File: config.mk
export PLATFORM = sky130hd
export DESIGN_NAME = dlcf_ctrl
export DESIGN_NICKNAME = d
export VERILOG_FILES = /design/src/logic/dlcf_sync2.v /design/src/logic/dlcf_ctrl.v
export VERILOG_INCLUDE_DIRS = /design/src /design/src/logic
export SDC_FILE = /design/constraint.sdc
export NUM_CORES = 1
export LEC_CHECK = 0
export ABC_AREA = 1
export ABC_CLOCK_PERIOD_IN_PS = 4700
export BUFFER_PORTS_ARGS = -buffer_cell sky130_fd_sc_hd__buf_2
export CORE_MARGIN = 4
export CORE_UTILIZATION = 60
export CTS_BUF_LIST = sky130_fd_sc_hd__clkbuf_4
export DETAILED_ROUTE_END_ITERATION = 8
export PLACE_DENSITY_LB_ADDON = 0.1
export REMOVE_ABC_BUFFERS = 1
export SLEW_MARGIN = 20
export SYNTH_ARGS = -nofsm -noshare
export SYNTH_HDL_FRONTEND = slang
export SYNTH_HIERARCHICAL = 1
export SYNTH_SLANG_ARGS = --single-unit
File: constraint.sdc
create_clock -name clk -period 4.7 [get_ports clk]
set_input_delay 0.235 -clock clk [delete_from_list [all_inputs] [get_ports clk]]
set_output_delay 0.235 -clock clk [all_outputs]
set_load 0.01 [all_outputs]
File: src/logic/dlcf_defines.vh
/*
 * Constants for the DAC load, clear and fault control block.
 * Assumes inclusion by bare name from logic/ and verif/ files; definitions only.
 */
`ifndef DLCF_DEFINES_VH
`define DLCF_DEFINES_VH

// ----------------------------------------------------------------------
// Widths and frame layout
// ----------------------------------------------------------------------
`define DLCF_DATA_W      16
`define DLCF_CMD_W       8
`define DLCF_FRAME_W     24
`define DLCF_CNT_W       5
`define DLCF_FRAME_BITS  5'h18

// ----------------------------------------------------------------------
// Commands (upper byte of a frame)
// ----------------------------------------------------------------------
`define DLCF_CMD_INPUT   8'h01
`define DLCF_CMD_CLEAR   8'h02
`define DLCF_CMD_CTRL    8'h03
`define DLCF_CMD_LOAD    8'h04

// ----------------------------------------------------------------------
// Control register fields and reset values
// ----------------------------------------------------------------------
`define DLCF_CTRL_CLEAR_PIN_ENABLE  0
`define DLCF_CTRL_CLRSW  1
`define DLCF_CTRL_RANGE4 2
`define DLCF_CTRL_VMODE  3
`define DLCF_CTRL_OUTEN  4
`define DLCF_CTRL_W      5
`define DLCF_CTRL_RST    5'h00
`define DLCF_WORD_RST    16'h0000

// ----------------------------------------------------------------------
// Zero-scale codes
// ----------------------------------------------------------------------
`define DLCF_ZERO_CODE   16'h0000
`define DLCF_FOUR_MA     16'h3333

`endif

File: src/logic/dlcf_sync2.v
/*
 * Two flip-flop synchroniser, one bit.
 * Assumes the input is asynchronous to clk; reset is synchronous active low.
 */
`timescale 1ns/100ps
module dlcf_sync2 (
    // Clock and reset
    input  wire clk,
    input  wire rst_b,
    input  wire rst_val,
    // Data
    input  wire async_in,
    output wire sync_out
);
    reg meta_ff;
    reg sync_ff;

    always @(posedge clk) begin
        if (!rst_b) begin
            meta_ff <= rst_val;
            sync_ff <= rst_val;
        end else begin
            meta_ff <= async_in;
            sync_ff <= meta_ff;
        end
    end

    assign sync_out = sync_ff;
endmodule // dlcf_sync2

File: src/logic/dlcf_ctrl.v
/*
 * Digital control around one DAC channel: serial shift register, input,
 * DAC, clear and control registers, load and clear pins, fault output.
 * Assumes all pins are asynchronous to clk, and that clk is well above
 * twice the serial clock rate.
 */
// How it works
// Load pin low copies the input register into the DAC register at once.
// Fault pin is pulled low on open current output, shorted voltage output, or clear held.
// Serial data out changes only after a falling serial clock edge.
// Serial data out is released while chip select is high.
// Serial data out shows the shift register contents for readback or chaining.
// Clear held forces the DAC code to the clear value or to zero scale.
// Clear register is written over the serial port and kept for every clear.
// Clear pin forces the DAC code only while the clear-pin enable bit is set; it pulls the fault pin low regardless.
// Serial data in is shifted on each rising serial clock edge.
// Serial activity is ignored while chip select is high.
// After reset outputs are off and the shift, input, clear, DAC and control registers are zero.
// Serial writes land in the input register; only a load moves them on.
`timescale 1ns/100ps
`include "dlcf_defines.vh"
module dlcf_ctrl (
    // Clock and reset
    input  wire                     clk,
    input  wire                     rst_b,
    // Serial port
    input  wire                     sclk,
    input  wire                     cs_n,
    input  wire                     din,
    output reg                      dout_o_ff,
    output reg                      dout_oe_ff,
    // Load and clear pins
    input  wire                     load_update_n,
    input  wire                     clear_n,
    // Analog status
    input  wire                     current_output_open,
    input  wire                     voltage_output_short,
    // Fault open-drain pin
    output reg                      fault_o_ff,
    output reg                      fault_oe_ff,
    // Converter side
    output reg [`DLCF_DATA_W-1:0]   dac_code_ff,
    output reg                      voltage_output_en_ff,
    output reg                      current_output_en_ff,
    output reg                      clear_active_ff
);
    // ------------------------------------------------------------------
    // Pin synchronisers
    // ------------------------------------------------------------------
    wire sclk_s;
    wire cs_n_s;
    wire din_s;
    wire load_n_s;
    wire clr_n_s;
    wire open_s;
    wire short_s;

    // Each synchroniser resets to the idle level of its pin, so no false edge follows reset.
    dlcf_sync2 u_sync_sclk (.clk(clk), .rst_b(rst_b), .rst_val(1'b0),
                            .async_in(sclk), .sync_out(sclk_s));
    dlcf_sync2 u_sync_cs   (.clk(clk), .rst_b(rst_b), .rst_val(1'b1),
                            .async_in(cs_n), .sync_out(cs_n_s));
    dlcf_sync2 u_sync_din  (.clk(clk), .rst_b(rst_b), .rst_val(1'b0),
                            .async_in(din), .sync_out(din_s));
    dlcf_sync2 u_sync_ld   (.clk(clk), .rst_b(rst_b), .rst_val(1'b1),
                            .async_in(load_update_n), .sync_out(load_n_s));
    dlcf_sync2 u_sync_clr  (.clk(clk), .rst_b(rst_b), .rst_val(1'b1),
                            .async_in(clear_n), .sync_out(clr_n_s));
    dlcf_sync2 u_sync_open (.clk(clk), .rst_b(rst_b), .rst_val(1'b0),
                            .async_in(current_output_open), .sync_out(open_s));
    dlcf_sync2 u_sync_shrt (.clk(clk), .rst_b(rst_b), .rst_val(1'b0),
                            .async_in(voltage_output_short), .sync_out(short_s));

    // ------------------------------------------------------------------
    // Edge detection on synchronised serial clock and chip select
    // ------------------------------------------------------------------
    reg sclk_d_ff;
    reg cs_d_ff;
    always @(posedge clk) begin
        if (!rst_b) begin
            sclk_d_ff <= 1'b0;
            cs_d_ff   <= 1'b1;
        end else begin
            sclk_d_ff <= sclk_s;
            cs_d_ff   <= cs_n_s;
        end
    end

    wire sclk_rise = sclk_s & ~sclk_d_ff & ~cs_n_s;
    wire sclk_fall = ~sclk_s & sclk_d_ff & ~cs_n_s;
    // A frame ends when chip select rises; only then is the word acted on.
    wire frame_end = cs_n_s & ~cs_d_ff;

    // ------------------------------------------------------------------
    // Shift register
    // ------------------------------------------------------------------
    reg [`DLCF_FRAME_W-1:0] shift_ff;
    reg [`DLCF_CNT_W-1:0]   bits_ff;

    always @(posedge clk) begin
        if (!rst_b) begin
            shift_ff <= {`DLCF_FRAME_W{1'b0}};
            bits_ff  <= {`DLCF_CNT_W{1'b0}};
        end else if (sclk_rise) begin
            shift_ff <= {shift_ff[`DLCF_FRAME_W-2:0], din_s};
            if (bits_ff != `DLCF_FRAME_BITS)
                bits_ff <= bits_ff + 5'h01;
        end else if (frame_end) begin
            bits_ff <= {`DLCF_CNT_W{1'b0}};
        end
    end

    // Output follows the MSB, updated only on falling serial clock so the
    // host sees stable data at its rising sample edge.
    always @(posedge clk) begin
        if (!rst_b) begin
            dout_o_ff  <= 1'b0;
            dout_oe_ff <= 1'b0;
        end else begin
            dout_oe_ff <= ~cs_n_s;
            if (sclk_fall)
                dout_o_ff <= shift_ff[`DLCF_FRAME_W-1];
        end
    end

    // ------------------------------------------------------------------
    // Command decode and registers
    // ------------------------------------------------------------------
    wire                     frame_ok = frame_end & (bits_ff == `DLCF_FRAME_BITS);
    wire [`DLCF_CMD_W-1:0]   cmd      = shift_ff[`DLCF_FRAME_W-1:`DLCF_DATA_W];
    wire [`DLCF_DATA_W-1:0]  payload  = shift_ff[`DLCF_DATA_W-1:0];

    reg [`DLCF_DATA_W-1:0]   input_reg_ff;
    reg [`DLCF_DATA_W-1:0]   clear_reg_ff;
    reg [`DLCF_DATA_W-1:0]   dac_reg_ff;
    reg [`DLCF_CTRL_W-1:0]   ctrl_ff;

    wire clear_on = ~clr_n_s & ctrl_ff[`DLCF_CTRL_CLEAR_PIN_ENABLE];
    wire load_pin = ~load_n_s;
    wire load_cmd = frame_ok & (cmd == `DLCF_CMD_LOAD);

    always @(posedge clk) begin
        if (!rst_b) begin
            input_reg_ff <= `DLCF_WORD_RST;
            clear_reg_ff <= `DLCF_WORD_RST;
            dac_reg_ff   <= `DLCF_WORD_RST;
            ctrl_ff      <= `DLCF_CTRL_RST;
        end else begin
            if (frame_ok && cmd == `DLCF_CMD_INPUT)
                input_reg_ff <= payload;
            if (frame_ok && cmd == `DLCF_CMD_CLEAR)
                clear_reg_ff <= payload;
            if (frame_ok && cmd == `DLCF_CMD_CTRL)
                ctrl_ff <= payload[`DLCF_CTRL_W-1:0];
            if (load_pin || load_cmd)
                dac_reg_ff <= input_reg_ff;
        end
    end

    // ------------------------------------------------------------------
    // Output code, fault and enables
    // ------------------------------------------------------------------
    reg [`DLCF_DATA_W-1:0] nxt_code;
    always @* begin
        nxt_code = dac_reg_ff;
        if (load_pin)
            nxt_code = input_reg_ff;
        if (clear_on) begin
            if (ctrl_ff[`DLCF_CTRL_CLRSW])
                nxt_code = clear_reg_ff;
            else if (!ctrl_ff[`DLCF_CTRL_VMODE] && ctrl_ff[`DLCF_CTRL_RANGE4])
                nxt_code = `DLCF_FOUR_MA;
            else
                nxt_code = `DLCF_ZERO_CODE;
        end
    end

    wire out_en = ctrl_ff[`DLCF_CTRL_OUTEN];
    wire fault  = (open_s & current_output_en_ff) |
                  (short_s & voltage_output_en_ff) | ~clr_n_s;

    always @(posedge clk) begin
        if (!rst_b) begin
            dac_code_ff          <= `DLCF_ZERO_CODE;
            voltage_output_en_ff <= 1'b0;
            current_output_en_ff <= 1'b0;
            clear_active_ff      <= 1'b0;
            fault_o_ff           <= 1'b0;
            fault_oe_ff          <= 1'b0;
        end else begin
            dac_code_ff          <= nxt_code;
            voltage_output_en_ff <= out_en & ctrl_ff[`DLCF_CTRL_VMODE];
            current_output_en_ff <= out_en & ~ctrl_ff[`DLCF_CTRL_VMODE];
            clear_active_ff      <= clear_on;
            fault_o_ff           <= 1'b0;
            fault_oe_ff          <= fault;
        end
    end
endmodule // dlcf_ctrl

==> Word level (Yosys, flattened, before mapping) <==
Index checks and enable logic that the tools add are counted.
{ "totals": {"reg_bits": 120, "input_bits": 9, "out_inout_bits": 23, "word_cells": 73} }
{ "op_classes": {"addsub": 1, "n_eq_ne": 7, "mux": 7, "n_bitwise": 21, "n_reduce_logical": 8} }
{ "op_table": {"columns": ["cell", "n"], "rows": [
  ["2-to-1 mux 16 bit", 3],
  ["equality test 8 x 2 -> 1 bit, second input constant", 2],
  ["2-to-1 mux 5 bit", 3],
  ["2-to-1 mux 14 bit", 1],
  ["bitwise AND 1 bit", 12],
  ["equality test 8 x 1 -> 1 bit, second input constant", 1],
  ["equality test 8 x 3 -> 1 bit, second input constant", 1],
  ["inverter 1 bit", 7],
  ["adder 5 x 1 -> 5 bit, second input constant", 1],
  ["equality test 5 bit, second input constant", 1],
  ["!= test 5 bit, second input constant", 1],
  ["logical AND 1 bit", 4],
  ["!= test 2 x 1 -> 1 bit, second input constant", 1],
  ["OR 1 bit", 2],
  ["AND reduction 2 bit", 1],
  ["nonzero test 2 bit", 1],
  ["logical NOT 1 bit", 1],
  ["logical OR 1 bit", 1]
]} }

==> Logic depth before layout (Yosys ltp) <==
{ "logic_depth": {"ltp_word": 5, "depth_mapped": 12, "depth_no_buf": 11} }

==> By module <==
The synthesis kept the hierarchy.
{ "modules_own_cells": {"columns": ["mod", "instances", "cells_each", "area_each_um2", "seq_area_each_um2"], "rows": [
  ["dlcf_ctrl", 1, 592, 4362.9, 2122.0],
  ["dlcf_sync2", 7, 8, 65.1, 40.0]
]} }

==> Worst setup path after synthesis <==
OpenSTA, ideal clock, no wires.
{ "synth_path": {"path_type": "reg-to-reg", "startpoint": "reg bits_ff[0]", "endpoint": "reg input_reg_ff[10]", "setup_time_ns": 0.111, "arrival_ns": 1.413, "t_required_ns": 4.589, "path_slack_ns": 3.176, "path_stages_with_launch": 12, "n_path_buf": 2, "period_less_slack_ns": 1.524, "path_cell_list": "dfxtp_1 -> inv_1 -> ha_1 -> nand2_1 -> inv_1 -> nand2_1 -> nor2_8 -> and2_1 -> buf_6 -> buf_12 -> nor2_2 -> nor2_2"} }
{ "synth_via": {"elab_chain_cells": 3} }
{ "synth_lines": {"columns": ["element", "line", "source"], "rows": [
  ["start: declaration", "dlcf_ctrl.v:98", "reg [`DLCF_CNT_W-1:0] bits_ff;"],
  ["start signal: assignment", "dlcf_ctrl.v:103", "bits_ff <= {`DLCF_CNT_W{1'b0}};"],
  ["start signal: assignment", "dlcf_ctrl.v:107", "bits_ff <= bits_ff + 5'h01;"],
  ["start signal: assignment", "dlcf_ctrl.v:109", "bits_ff <= {`DLCF_CNT_W{1'b0}};"],
  ["equality test 5 bit (no line)", null, null],
  ["bitwise AND 1 bit", "dlcf_ctrl.v:129", "wire frame_ok = frame_end & (bits_ff == `DLCF_FRAME_BITS);"],
  ["logical AND 1 bit (no line)", null, null],
  ["end signal: assignment", "dlcf_ctrl.v:144", "input_reg_ff <= `DLCF_WORD_RST;"],
  ["end signal: assignment", "dlcf_ctrl.v:150", "input_reg_ff <= payload;"],
  ["end: declaration", "dlcf_ctrl.v:133", "reg [`DLCF_DATA_W-1:0] input_reg_ff;"]
]} }
No other way between the ends.
A chain may end at the register's enable or synchronous reset.

==> Final worst setup path <==
{ "layout_path": {"startpoint": "reg bits_ff[0]", "endpoint": "reg input_reg_ff[2]"} }
Same word-level chain as after synthesis.

==> reports/metrics.csv <==
stage,metric,value,unit
run_status,outcome,"complete, no violations",
placement,placedCellCount,757,
yosys,synth_cell_type_count,27,
die,dieArea,9530,um^2
yosys,ys_ff_latch,120,
flow_run,maxCapViolCount,0,
yosys,yosys-top-cells-area,"dfxtp_1, nand2_1, a21oi_1",
finish,antennaDiodeCount,0,
routing,vias,4097,
global_route,antenna_found_initial,0,
yosys,synth_area,4820,um^2
timing,report.final.hold_viol_count,0,
timing,rsz0062_at_grt,no,
clocking,ctsResizeCount,0,
finish,fin_area,5340,um^2
die,core,7770,um^2
setup_path,critPathKind,flop to flop,
die,die-width,97.6,um
yosys,yosysWarnings,6,
placement,place.gp.congestion,0.802,
timing,fin_skew,0.0183,ns
clocking,clk_latency,0.51,ns
power,leakage,2.33,nW
placement,portBuffers,30,
routing,drt_first_iter_violations,238,
clocking,clkSlewWorstSetupHoldPaths,0.12,ns
die,start_util,62.0,%
setup_path,cp.arrival,2.74,ns
power,vdd_ir_drop_max,0.293,mV
finish,fin_cells,796,
global_route,grt_pass1_vias,3910,
clocking,clock-sinks,120,
setup_path,path_max_fanout,41,
timing,max_freq,438,MHz
min_path,holdCritPathClass,primary input to flop,
die,rows,32,
placement,dpl.hpwl,6330,um
clocking,clockRootBuffer,clkbuf_4,
yosys,synth.avg_cell_area,7.44,um^2
yosys,synth_top_area_share,49.9,%
timing,tns,0,ns
global_route,track_usage,22.5,%
timing,slew_headroom,43.0,%
routing,wl_per_cell,12.7,um
timing,finalCritPeriodShare,48.6,%
setup_path,required,5.16,ns
yosys,synth_top_area_cell,dfxtp_1,
timing,period_needed,2.28,ns
clocking,cts_tree,done,
placement,place_area,4970,um^2
finish,fin_nets,692,
clocking,htreeDepth,4,
die,chipHeight,97.6,um
global_route,grt_overflow,0,
yosys,synthCells,648,
clocking,cts_buffers,17,
routing,ant_nets,0,
timing,tightestPinTransition,0.855,ns
setup_path,cp-start-kind,flop,
yosys,seq_area_frac_synth,49.9,%
setup_path,cp-end-kind,flop,
routing,vias_per_cell,5.15,
power,power_density,382,nW/um^2
finish,drive_gt1_share,14.6,%
timing,maxSlewViolCount,0,
routing,drt_pass1_iterations,5,
global_route,grt_max_degree,84,
timing,setup_viol,0,
global_route,grt_pass1_wl,17600,um
die,io_pins,32,
routing,finalWirelength,10100,um
clocking,cts_max_path_buffers,2,
routing,route.detailed.drc,0,
finish,synthToLayoutAreaGrowth,10.9,%
[power breakdown]
group	switching (mW)	internal (mW)	total, mW
sequential	0.0267	1.06	1.09
combinational	0.114	0.0569	0.171
clock	0.408	0.370	0.777
[cells in the mapped netlist (all sizes together)]
library cell,number
nand2,155
o21ai,46
clkbuf,14
xor2,1
nor3,3
nand4,3
or2,1
conb,2
nor2,82
ha,2
and2,1
a21oi,76
inv,71
dfxtp,120
clkinv,1
buf,19
nand3,51
[cell families (layout without fill, tap and decap cells)]
logic type,Yosys count,after routing,share of synthesized area (%)
simple gates,296,296,27.1
flops,120,120,49.9
compound gates,122,122,12.7
other cells,2,8,0.156
fa+ha+maj,2,2,0.519
buf+inv,105,145,9.53
xor+xnor,1,1,0.182
[metrics by stage]
step	utilization (%)	total power [mW]	hold slack, ns	worst slack [ns]
after floorplan	-	1.22	0.333	2.38
after global placement	63.9	1.27	0.406	2.54
after detailed placement	63.9	1.28	0.411	2.44
after CTS	68.8	2.05	0.303	2.42
after global routing	68.8	2.13	0.339	2.18
final	68.8	2.04	0.314	2.42
[state kept, by name, summed over array words and instances (netlist names), 5 cells and up]
| register | count |
|---|---|
| bits_ff | 5 |
| dac_reg_ff | 16 |
| clear_reg_ff | 16 |
| ctrl_ff | 5 |
| shift_ff | 24 |
| input_reg_ff | 16 |
| dac_code_ff | 16 |
[per-layer routing]
metal / track usage [%] / routed length (um)
met4: 8.84 / 225
met1: 27.3 / 4480
met3: 6.10 / 480
met2: 37.7 / 4900
met5: 0 / 0
[cell type report]
| cell class | instances | area (um^2) |
|---|---|---|
| fillers | 703 | 2430 |
| flip-flops and latches | 120 | 2400 |
| multi-input cells | 429 | 1990 |
| inverters | 72 | 270 |
| repair buffers | 41 | 250 |
| clock inverters | 15 | 178 |
| clock buffers | 17 | 128 |
| well taps | 102 | 128 |
[final timing paths]
path / from / to / slack [ns] / cells after the start
setup / recovery: bits_ff[0] / input_reg_ff[2] / 2.42 / 9
hold / removal: rst_b / ctrl_ff[0] / 0.31 / 3
setup reg to reg: bits_ff[0] / input_reg_ff[2] / 2.42 / 9
hold reg to reg: u_sync_shrt/meta_ff / u_sync_shrt/sync_out / 0.43 / 2
[timing repair]
action	CTS	global route
endpoints found under the hold margin	7	0
hold buffers	7	0
setup buffers	0	0
[layout by cell type, fill, tap and decap left out, types with 7 or more instances in the layout]
cell type	count
dlygate4sd3_1	7
nand2_2	7
nor2_2	23
inv_1	70
nand2_1	146
nand3_1	51
o21ai_0	46
nor2_1	58
a21oi_1	76
conb_1	8
dfxtp_1	120
clkbuf_4	17
buf_2	30
[worst max-delay path, cell delays in order, from the launching register on]
cell     delay [ns]
dfxtp_1        0.35
inv_1          0.09
ha_1           0.14
nand2_1        0.05
inv_1          0.05
nand2_1        0.13
nor2_8         0.44
and2_1         0.77
nor2_1         0.09
nor2_1         0.11
No activity file was read; power rests on OpenSTA's default activity.
